File: config.mk
export PLATFORM = sky130hd
export DESIGN_NAME = tssc_top
export DESIGN_NICKNAME = d
export VERILOG_FILES = /design/src/rtl/tssc_timer.v /design/src/rtl/tssc_top.v
export VERILOG_INCLUDE_DIRS = /design/src /design/src/rtl
export SDC_FILE = /design/constraint.sdc
export NUM_CORES = 1
export LEC_CHECK = 0
export ABC_AREA = 1
export BUFFER_PORTS_ARGS = -buffer_cell sky130_fd_sc_hd__buf_4
export CAP_MARGIN = 20
export CORE_MARGIN = 5
export CORE_UTILIZATION = 49
export CTS_BUF_LIST = sky130_fd_sc_hd__clkbuf_8
export DETAILED_ROUTE_END_ITERATION = 7
export GPL_ROUTABILITY_DRIVEN = 1
export GPL_TIMING_DRIVEN = 1
export PLACE_DENSITY_LB_ADDON = 0.08
export SLEW_MARGIN = 15
export SYNTH_ARGS = -nofsm -noshare
export SYNTH_HDL_FRONTEND = slang
export SYNTH_SLANG_ARGS = --single-unit
File: constraint.sdc
create_clock -name mclk_in -period 2 [get_ports mclk_in]
set_input_delay 0 -clock mclk_in [delete_from_list [all_inputs] [get_ports mclk_in]]
set_output_delay 0 -clock mclk_in [all_outputs]
set_load 0.02 [all_outputs]
File: src/rtl/tssc_consts.vh
// Overview of operation
// [RULE1] A global write changes running flag n+4 only where mask bit n of the byte is one.
// [RULE2] Global bits 7..4 read timers 3..0 running, and a masked write starts or stops them.
// [RULE3] With halt_on_receive set, a timer stops once the first 4 received bits have arrived.
// [RULE4] halt_on_receive has no effect while auto_start_select picks oscillator trimming.
// [RULE5] auto_start_select 00b gives no auto start; 01b starts the timer when transmission ends.
// [RULE6] auto_start_select 1xb toggles running on oscillator rising edges, 11b with underflow.
// [RULE7] With reload_on_zero set the counter reloads at zero and counts on, else it stops there.
// [RULE8] Each underflow sets that timer's interrupt request flag.
// [RULE9] Timer 0 source 00b counts 13.56 MHz ticks and 01b counts 211.875 kHz ticks.
// [RULE10] Timer 0 source 10b counts timer 2 underflows and 11b counts timer 1 underflows.
// [RULE11] halt_on_receive 7, auto_start_select 5:4, reload_on_zero 3, source 1:0; 6, 2 reserved.
// [RULE12] A start loads the counter from the reload bytes; a new reload acts at the next start.
// [RULE13] Timer 1 source 10b counts timer 0 underflows and 11b counts timer 2 underflows.
// [RULE14] A running counter drops by one per tick of its source; a cascade tick is one underflow.
`ifndef TSSC_CONSTS_VH
`define TSSC_CONSTS_VH

// ----------------------------------------------------------------------------
// Register map
// ----------------------------------------------------------------------------
`define TSSC_ADDR_GLOBAL 8'h0E
`define TSSC_ADDR_TIMER_BASE 8'h0F
`define TSSC_TIMER_STRIDE 8'h05
`define TSSC_ADDR_IRQ_FLAGS 8'h23

// Field index inside one timer's group of five registers.
`define TSSC_FLD_CTRL 3'd0
`define TSSC_FLD_RELOAD_HI 3'd1
`define TSSC_FLD_RELOAD_LO 3'd2
`define TSSC_FLD_COUNT_HI 3'd3
`define TSSC_FLD_COUNT_LO 3'd4

// ----------------------------------------------------------------------------
// Control byte fields and reset values
// ----------------------------------------------------------------------------
`define TSSC_CTRL_HALT_RX 7
`define TSSC_CTRL_AUTO_HI 5
`define TSSC_CTRL_AUTO_LO 4
`define TSSC_CTRL_RELOAD_ZERO 3
`define TSSC_CTRL_SRC_HI 1
`define TSSC_CTRL_SRC_LO 0
`define TSSC_CTRL_WMASK 8'hBB
`define TSSC_CTRL_RESET 8'h00
`define TSSC_RELOAD_RESET 16'h0000
`define TSSC_GLOBAL_RUN_LO 4

`define TSSC_AUTO_NONE 2'b00
`define TSSC_AUTO_TX_END 2'b01
`define TSSC_AUTO_LFO_NO_UF 2'b10
`define TSSC_AUTO_LFO_UF 2'b11

`define TSSC_SRC_FAST 2'b00
`define TSSC_SRC_SLOW 2'b01
`define TSSC_SRC_CASC_A 2'b10
`define TSSC_SRC_CASC_B 2'b11

`endif

File: src/rtl/tssc_timer.v
`timescale 1ns/1ps
`default_nettype none
`include "tssc_consts.vh"

module tssc_timer (
    input wire mclk_in,          // System clock.
    input wire sys_rst_in,       // Synchronous reset, active high.
    input wire [7:0] ctrl_in,    // Control byte of this timer.
    input wire [15:0] reload_in, // Reload value.
    input wire tick_in,          // Selected tick, one cycle per count.
    input wire sw_start_in,      // Software start pulse.
    input wire sw_stop_in,       // Software stop pulse.
    input wire tx_end_in,        // End of transmission pulse.
    input wire rx_first4_in,     // First 4 received bits pulse.
    input wire lfo_rise_in,      // Oscillator rising edge pulse.
    output reg running_out,      // Timer is running.
    output reg [15:0] count_out, // Counter value.
    output reg underflow_out     // One-cycle underflow pulse.
);

    wire [1:0] auto_sel;
    wire lfo_mode;
    reg start_ev;
    reg stop_ev;

    assign auto_sel = ctrl_in[`TSSC_CTRL_AUTO_HI:`TSSC_CTRL_AUTO_LO];
    assign lfo_mode = auto_sel[1];

    // ------------------------------------------------------------------------
    // Start and stop events
    // ------------------------------------------------------------------------
    always @* begin
        start_ev = sw_start_in;
        stop_ev = sw_stop_in;
        if (auto_sel == `TSSC_AUTO_TX_END && tx_end_in) begin
            start_ev = 1'b1; // RULE5
        end
        if (lfo_mode && lfo_rise_in) begin
            // Each rising edge toggles, so one oscillator period is measured.
            if (running_out) begin
                stop_ev = 1'b1; // RULE6
            end else begin
                start_ev = 1'b1; // RULE6
            end
        end
        if (ctrl_in[`TSSC_CTRL_HALT_RX] && !lfo_mode && rx_first4_in) begin
            stop_ev = 1'b1; // RULE3 RULE4
        end
    end

    // ------------------------------------------------------------------------
    // Counter
    // ------------------------------------------------------------------------
    always @(posedge mclk_in) begin
        if (sys_rst_in) begin
            running_out <= 1'b0;
            count_out <= `TSSC_RELOAD_RESET;
            underflow_out <= 1'b0;
        end else begin
            underflow_out <= 1'b0;
            if (stop_ev) begin
                running_out <= 1'b0; // RULE1
            end else if (start_ev) begin
                running_out <= 1'b1;
                count_out <= reload_in; // RULE12
            end else if (running_out && tick_in) begin
                if (count_out != 16'h0000) begin
                    count_out <= count_out - 16'h0001; // RULE14
                end else if (auto_sel == `TSSC_AUTO_LFO_NO_UF) begin
                    // Trimming without underflow holds at zero until the next edge.
                    count_out <= 16'h0000; // RULE6
                end else begin
                    underflow_out <= 1'b1; // RULE8
                    if (ctrl_in[`TSSC_CTRL_RELOAD_ZERO]) begin
                        count_out <= reload_in; // RULE7
                    end else begin
                        running_out <= 1'b0; // RULE7
                    end
                end
            end
        end
    end

endmodule
`default_nettype wire

File: src/rtl/tssc_top.v
`timescale 1ns/1ps
`default_nettype none
`include "tssc_consts.vh"

module tssc_top (
    input wire mclk_in,                       // System clock, 100 MHz.
    input wire sys_rst_in,                    // Synchronous reset, active high.
    input wire [7:0] addr_in,                 // Register address.
    input wire [7:0] wr_data_in,              // Write data.
    input wire wr_en_in,                      // Write strobe.
    input wire rd_en_in,                      // Read strobe.
    output reg [7:0] rd_data_out,             // Read data, cycle after the strobe.
    input wire tick_fast_in,                  // 13.56 MHz tick pulse.
    input wire tick_slow_in,                  // 211.875 kHz tick pulse.
    input wire tx_end_in,                     // End of transmission pulse.
    input wire rx_first4_in,                  // First 4 received bits pulse.
    input wire low_freq_oscillator_in,        // Oscillator level for trimming.
    output wire [3:0] timer_active_out,       // Running state of timers 3..0.
    output reg [3:0] underflow_irq_flag_out   // Sticky underflow flags.
);

    reg [31:0] ctrl_q;
    reg [63:0] reload_q;
    reg lfo_q;
    reg lfo_rise_q;
    reg [3:0] sw_start;
    reg [3:0] sw_stop;
    reg [7:0] rd_data_d;
    reg [3:0] tick;
    wire [63:0] count;
    wire [3:0] underflow;
    wire [5:0] wr_dec;
    wire [5:0] rd_dec;

    // ------------------------------------------------------------------------
    // Address decoding
    // ------------------------------------------------------------------------
    // Returns {hit, timer index, field} for the per-timer register groups.
    function [5:0] tssc_decode;
        input [7:0] addr;
        integer i;
        reg [7:0] base;
        reg [7:0] offs;
        begin
            tssc_decode = 6'h00;
            offs = 8'h00;
            for (i = 0; i < 4; i = i + 1) begin
                base = `TSSC_ADDR_TIMER_BASE + `TSSC_TIMER_STRIDE * i[7:0];
                if (addr >= base && addr < base + `TSSC_TIMER_STRIDE) begin
                    offs = addr - base;
                    tssc_decode = {1'b1, i[1:0], offs[2:0]};
                end
            end
        end
    endfunction

    // Cascade source of each timer; timers 2 and 3 follow a fixed choice.
    function [1:0] tssc_casc;
        input [1:0] timer;
        input sel_b;
        begin
            if (timer == 2'd0) begin
                tssc_casc = sel_b ? 2'd1 : 2'd2; // RULE10
            end else if (timer == 2'd1) begin
                tssc_casc = sel_b ? 2'd2 : 2'd0; // RULE13
            end else if (timer == 2'd2) begin
                tssc_casc = sel_b ? 2'd1 : 2'd0;
            end else begin
                tssc_casc = sel_b ? 2'd2 : 2'd0;
            end
        end
    endfunction

    assign wr_dec = tssc_decode(addr_in);
    assign rd_dec = wr_dec;

    // ------------------------------------------------------------------------
    // Software start and stop through the write mask
    // ------------------------------------------------------------------------
    always @* begin
        sw_start = 4'h0;
        sw_stop = 4'h0;
        if (wr_en_in && addr_in == `TSSC_ADDR_GLOBAL) begin
            sw_start = wr_data_in[3:0] & wr_data_in[7:4]; // RULE1 RULE2
            sw_stop = wr_data_in[3:0] & ~wr_data_in[7:4]; // RULE1 RULE2
        end
    end

    // ------------------------------------------------------------------------
    // Configuration registers
    // ------------------------------------------------------------------------
    always @(posedge mclk_in) begin
        if (sys_rst_in) begin
            ctrl_q <= {4{`TSSC_CTRL_RESET}};
            reload_q <= {4{`TSSC_RELOAD_RESET}};
        end else if (wr_en_in && wr_dec[5]) begin
            if (wr_dec[2:0] == `TSSC_FLD_CTRL) begin
                ctrl_q[8*wr_dec[4:3] +: 8] <= wr_data_in & `TSSC_CTRL_WMASK; // RULE11
            end else if (wr_dec[2:0] == `TSSC_FLD_RELOAD_HI) begin
                reload_q[16*wr_dec[4:3] + 8 +: 8] <= wr_data_in;
            end else if (wr_dec[2:0] == `TSSC_FLD_RELOAD_LO) begin
                reload_q[16*wr_dec[4:3] +: 8] <= wr_data_in;
            end
        end
    end

    // ------------------------------------------------------------------------
    // Oscillator edge detect
    // ------------------------------------------------------------------------
    always @(posedge mclk_in) begin
        if (sys_rst_in) begin
            lfo_q <= 1'b0;
            lfo_rise_q <= 1'b0;
        end else begin
            lfo_q <= low_freq_oscillator_in;
            lfo_rise_q <= low_freq_oscillator_in & ~lfo_q; // RULE6
        end
    end

    // ------------------------------------------------------------------------
    // Tick selection and timer instances
    // ------------------------------------------------------------------------
    // Cascaded ticks come from registered underflow pulses, so a chain adds
    // one cycle of latency per stage; this keeps the loops free of
    // combinational paths between timers.
    always @* begin : tick_sel
        integer n;
        reg [1:0] src;
        src = 2'b00;
        tick = 4'h0;
        for (n = 0; n < 4; n = n + 1) begin
            src = ctrl_q[8*n + `TSSC_CTRL_SRC_LO +: 2];
            if (src == `TSSC_SRC_FAST) begin
                tick[n] = tick_fast_in; // RULE9
            end else if (src == `TSSC_SRC_SLOW) begin
                tick[n] = tick_slow_in; // RULE9
            end else begin
                tick[n] = underflow[tssc_casc(n[1:0], src[0])]; // RULE10 RULE13 RULE14
            end
        end
    end

    genvar g;
    generate
        for (g = 0; g < 4; g = g + 1) begin : gen_timer
            tssc_timer u_timer (
                .mclk_in(mclk_in),
                .sys_rst_in(sys_rst_in),
                .ctrl_in(ctrl_q[8*g +: 8]),
                .reload_in(reload_q[16*g +: 16]),
                .tick_in(tick[g]),
                .sw_start_in(sw_start[g]),
                .sw_stop_in(sw_stop[g]),
                .tx_end_in(tx_end_in),
                .rx_first4_in(rx_first4_in),
                .lfo_rise_in(lfo_rise_q),
                .running_out(timer_active_out[g]),
                .count_out(count[16*g +: 16]),
                .underflow_out(underflow[g])
            );
        end
    endgenerate

    // ------------------------------------------------------------------------
    // Underflow flags
    // ------------------------------------------------------------------------
    // Writing ones clears; an underflow in the same cycle wins over the clear.
    always @(posedge mclk_in) begin
        if (sys_rst_in) begin
            underflow_irq_flag_out <= 4'h0;
        end else if (wr_en_in && addr_in == `TSSC_ADDR_IRQ_FLAGS) begin
            underflow_irq_flag_out <= (underflow_irq_flag_out & ~wr_data_in[3:0]) | underflow;
        end else begin
            underflow_irq_flag_out <= underflow_irq_flag_out | underflow; // RULE8
        end
    end

    // ------------------------------------------------------------------------
    // Read path
    // ------------------------------------------------------------------------
    always @* begin
        rd_data_d = 8'h00;
        if (addr_in == `TSSC_ADDR_GLOBAL) begin
            // Mask bits are write-only and read as zero.
            rd_data_d = {timer_active_out, 4'h0}; // RULE2
        end else if (addr_in == `TSSC_ADDR_IRQ_FLAGS) begin
            rd_data_d = {4'h0, underflow_irq_flag_out};
        end else if (rd_dec[5]) begin
            if (rd_dec[2:0] == `TSSC_FLD_CTRL) begin
                rd_data_d = ctrl_q[8*rd_dec[4:3] +: 8];
            end else if (rd_dec[2:0] == `TSSC_FLD_RELOAD_HI) begin
                rd_data_d = reload_q[16*rd_dec[4:3] + 8 +: 8];
            end else if (rd_dec[2:0] == `TSSC_FLD_RELOAD_LO) begin
                rd_data_d = reload_q[16*rd_dec[4:3] +: 8];
            end else if (rd_dec[2:0] == `TSSC_FLD_COUNT_HI) begin
                rd_data_d = count[16*rd_dec[4:3] + 8 +: 8];
            end else if (rd_dec[2:0] == `TSSC_FLD_COUNT_LO) begin
                rd_data_d = count[16*rd_dec[4:3] +: 8];
            end
        end
    end

    always @(posedge mclk_in) begin
        if (sys_rst_in) begin
            rd_data_out <= 8'h00;
        end else if (rd_en_in) begin
            rd_data_out <= rd_data_d;
        end else begin
            rd_data_out <= 8'h00;
        end
    end

endmodule
`default_nettype wire

==> reports/metrics.csv <==
stage;metric;value;unit
outcome;status;completed;
timing;skew;16.5;ps
place;gp_congestion;1.07;
synthesis;yosysUniqueCellTypes;43;
place;dp.cells;2017;
timing;worstMarginPinSlew;807;ps
cts;path_clk_slew;110;ps
floorplan;die_area;24100;um2
setup_path;reg2reg_depth;11;
setup_path;cp.required;2390;ps
timing;fmax;508;MHz
synthesis;yosys.area.top_type_share;0.337;
final_layout;n_antenna_cell;0;
setup_path;r2r-start;lfo_rise_q;
timing;finalSetupViolCount;0;
global_routing;grt_max_degree;61;
global_routing;grt_pass1_vias;11000;
timing;max_slew_margin;0.462;
setup_path;cp_slowest_cell;dfxtp_2;
cts;cts_tree;yes;
setup_path;cp-startpoint;lfo_rise_q;
synthesis;synth_warnings;0;
timing;whs;39.4;ps
cts;cts-root-buf;clkbuf_8;
global_routing;antenna_found_initial;2;
synthesis;ys_top_cells_by_count;nand2_1 (290), inv_1 (200), dfxtp_1 (174);
power;seqPwrFrac;0.453;
power;pwr-share-comb;0.215;
timing;maxSlewViolCount;0;
worst_hold_path;worstHoldStart;sys_rst_in;
drt;drt_iter0_markers;1328;
power;power.density;590;nW/um2
floorplan;initial_utilization;0.495;
timing;post-route-min-period;1970;ps
cts;cts_sinks;174;
synthesis;synth-seq-area-share;0.337;
synthesis;syn_inst;1584;
cts;cts_buffers;17;
worst_hold_path;min_path_type;in2reg;
place;portBuffers;40;
floorplan;core-area;20900;um2
setup_path;arrival;2360;ps
power;p_sw_frac;0.340;
drt;dr_total_vias;12000;
worst_hold_path;hold_depth;4;
global_routing;overflow;0;
worst_hold_path;holdPathEnd;reload_q[31];
synthesis;synth_edf_count;0;
floorplan;rows;53;
synthesis;synth_area_leader_cell;dfxtp_1;
power;p_total;7.79;mW
setup_path;crit_path_max_incr_delay;340;ps
place;pre_cts_ws;-365;ps
setup_path;crit_path_cell_trace;buf_4 > nand2_1 > o21ai_1 > a21oi_1 > buf_4 > inv_2 > a21oi_4 > buf_4 > nor2_1 > a211oi_1 > nor2_1;
setup_path;regToRegEndpoint;gen_timer[0].u_timer.count_out[6];
global_routing;grt_use_total;0.347;
final_layout;nets;1826;
power;max-vdd-ir-drop;0.407;mV
floorplan;die_w;155;um
power;p_sw;2.65;mW
synthesis;synth.cell_area;10300;um2
power;power_frac_clock;0.332;
synthesis;async_flop_share;0;
final_layout;syn_to_final_growth;27.7;%
place;hpwl;32800;um
drt;wl;43100;um
synthesis;ys_seq_elements;174;
cts;cts.path.max_buffers;2;
drt;drc_errors;0;
synthesis;yosysMostFrequentCell;nand2_1;
synthesis;synth_nets;1623;
timing;rsz0062_at_grt;true;
final_layout;drive_above_1_share;0.216;
cts;clkLatencyLatePin;500;ps
setup_path;end_kind;register;
drt;ant_nets;0;
floorplan;die_y;155;um
synthesis;avgSynthCellArea;6.53;um2
setup_path;critPathMaxFanout;8;
drt;drtPass1Iterations;7;
cts;h-tree-depth;4;
timing;finalSetupTns;0;ps
power;p_int;5.15;mW
global_routing;grt_pass1_wl;64100;um
timing;finalCritPeriodShare;0.984;
synthesis;ys.flop_type;dfxtp_1;
floorplan;ioPinCount;41;
run;max-cap-violations;0;
final_layout;final_cells;2075;
drt;vias_per_cell;5.78;
setup_path;crit_type;reg2reg;
timing;setup_ws;32.7;ps
setup_path;cpMostUsedCell;buf_4;
drt;wl_per_cell;20.8;um
setup_path;r2r_slack;30;ps
power;leakage;5.85;nW
setup_path;startpoint_type;register;
timing;hold_viol_final;0;
synthesis;synth_area_leaders;dfxtp_1 (34%), nand2_1 (11%), o21ai_0 (7.7%);
==> metrics by stage <==
stage,instance area (um2),utilization
floorplan,10300,-
global placement,12300,0.587
detailed placement,12300,0.587
CTS,12800,0.613
global route,13200,0.632
finish,13200,0.632
==> worst max-delay path, delay by kind of cell, from the launching register on <==
family	cells	cell delay, ps
buf+inv	4	650
simple gates	3	180
flops	1	340
compound gates	4	680
==> per-layer routing <==
layer  share of wire  vias to the layer above  GRT usage
met2            0.44                      639      0.540
li1                -                     5689          -
met4           0.052                        4      0.147
met1            0.40                     5520      0.464
met3            0.10                      145     0.0796
met5         0.00072                        -          0
==> worst max-delay path by stage <==
stage               slack (ps)                            endpoint
floorplan                   40                          ctrl_q[27]
global placement          -330                      rd_data_out[7]
detailed placement        -360                        reload_q[18]
CTS                          5  gen_timer[0].u_timer.count_out[11]
global route               -70                        reload_q[37]
finish                      30   gen_timer[0].u_timer.count_out[6]
==> timing repair <==
action                                 4_1_cts  5_1_grt
endpoints found under the hold margin       72        0
setup buffers                                0       10
hold buffers                                13        0
pin swaps                                    0        9
setup endpoints to repair                   15       80
gates resized for setup                      5       97
cloned                                       0        3
==> final cells by class <==
type	count	area, um2
fillers	1981	7690
inverters	208	791
clock inverters	13	143
well taps	275	344
repair buffers	263	2210
multi-input cells	1123	5950
clock buffers	19	262
flip-flops and latches	174	3490
==> power by group through the flow <==
stage,Clock [mW],Sequential [mW],Combinational [mW]
finish,2.59,3.53,1.68
global route,2.77,3.54,1.79
CTS,2.61,3.53,1.54
detailed placement,0,3.61,1.50
global placement,0,3.61,1.50
floorplan,0,3.61,0.821
==> placed cells by master, fill, tap and decap left out, types with 7 or more instances in the layout <==
cell type,instances
a21oi_1,155
nor2_1,151
nand3_1,81
nand2_1,288
dfxtp_1,165
nor2_2,15
nor4_1,9
nand4_1,31
xnor2_1,10
clkbuf_8,19
buf_4,228
a22oi_1,7
dfxtp_2,9
o21ai_0,143
buf_12,13
o22ai_1,36
o21ai_1,26
inv_1,186
nand2_2,16
dlygate4sd3_1,13
nor3_1,16
ha_1,10
a211oi_1,32
xor2_1,29
inv_2,16
==> registers in the layout (all words and copies together) (netlist names) <==
signal                           cells
underflow_irq_flag_out               4
reload_q                            64
lfo_rise_q                           1
rd_data_out                          8
gen_timer.u_timer.underflow_out      4
lfo_q                                1
ctrl_q                              24
gen_timer.u_timer.count_out         64
gen_timer.u_timer.running_out        4
==> logic make-up (layout without fill, tap and decap cells) <==
| family | Yosys count | count (layout) | share of synthesized area |
|---|---|---|---|
| AO/OA/AOI/OAI | 433 | 433 | 0.232 |
| XOR/XNOR | 39 | 39 | 0.0330 |
| buffers and inverters | 287 | 503 | 0.111 |
| flip-flops | 174 | 174 | 0.337 |
| AND/OR/NAND/NOR | 637 | 637 | 0.270 |
| adder cells (fa/ha/maj) | 14 | 14 | 0.0169 |
Note: power is estimated with default switching activity, not from simulation.
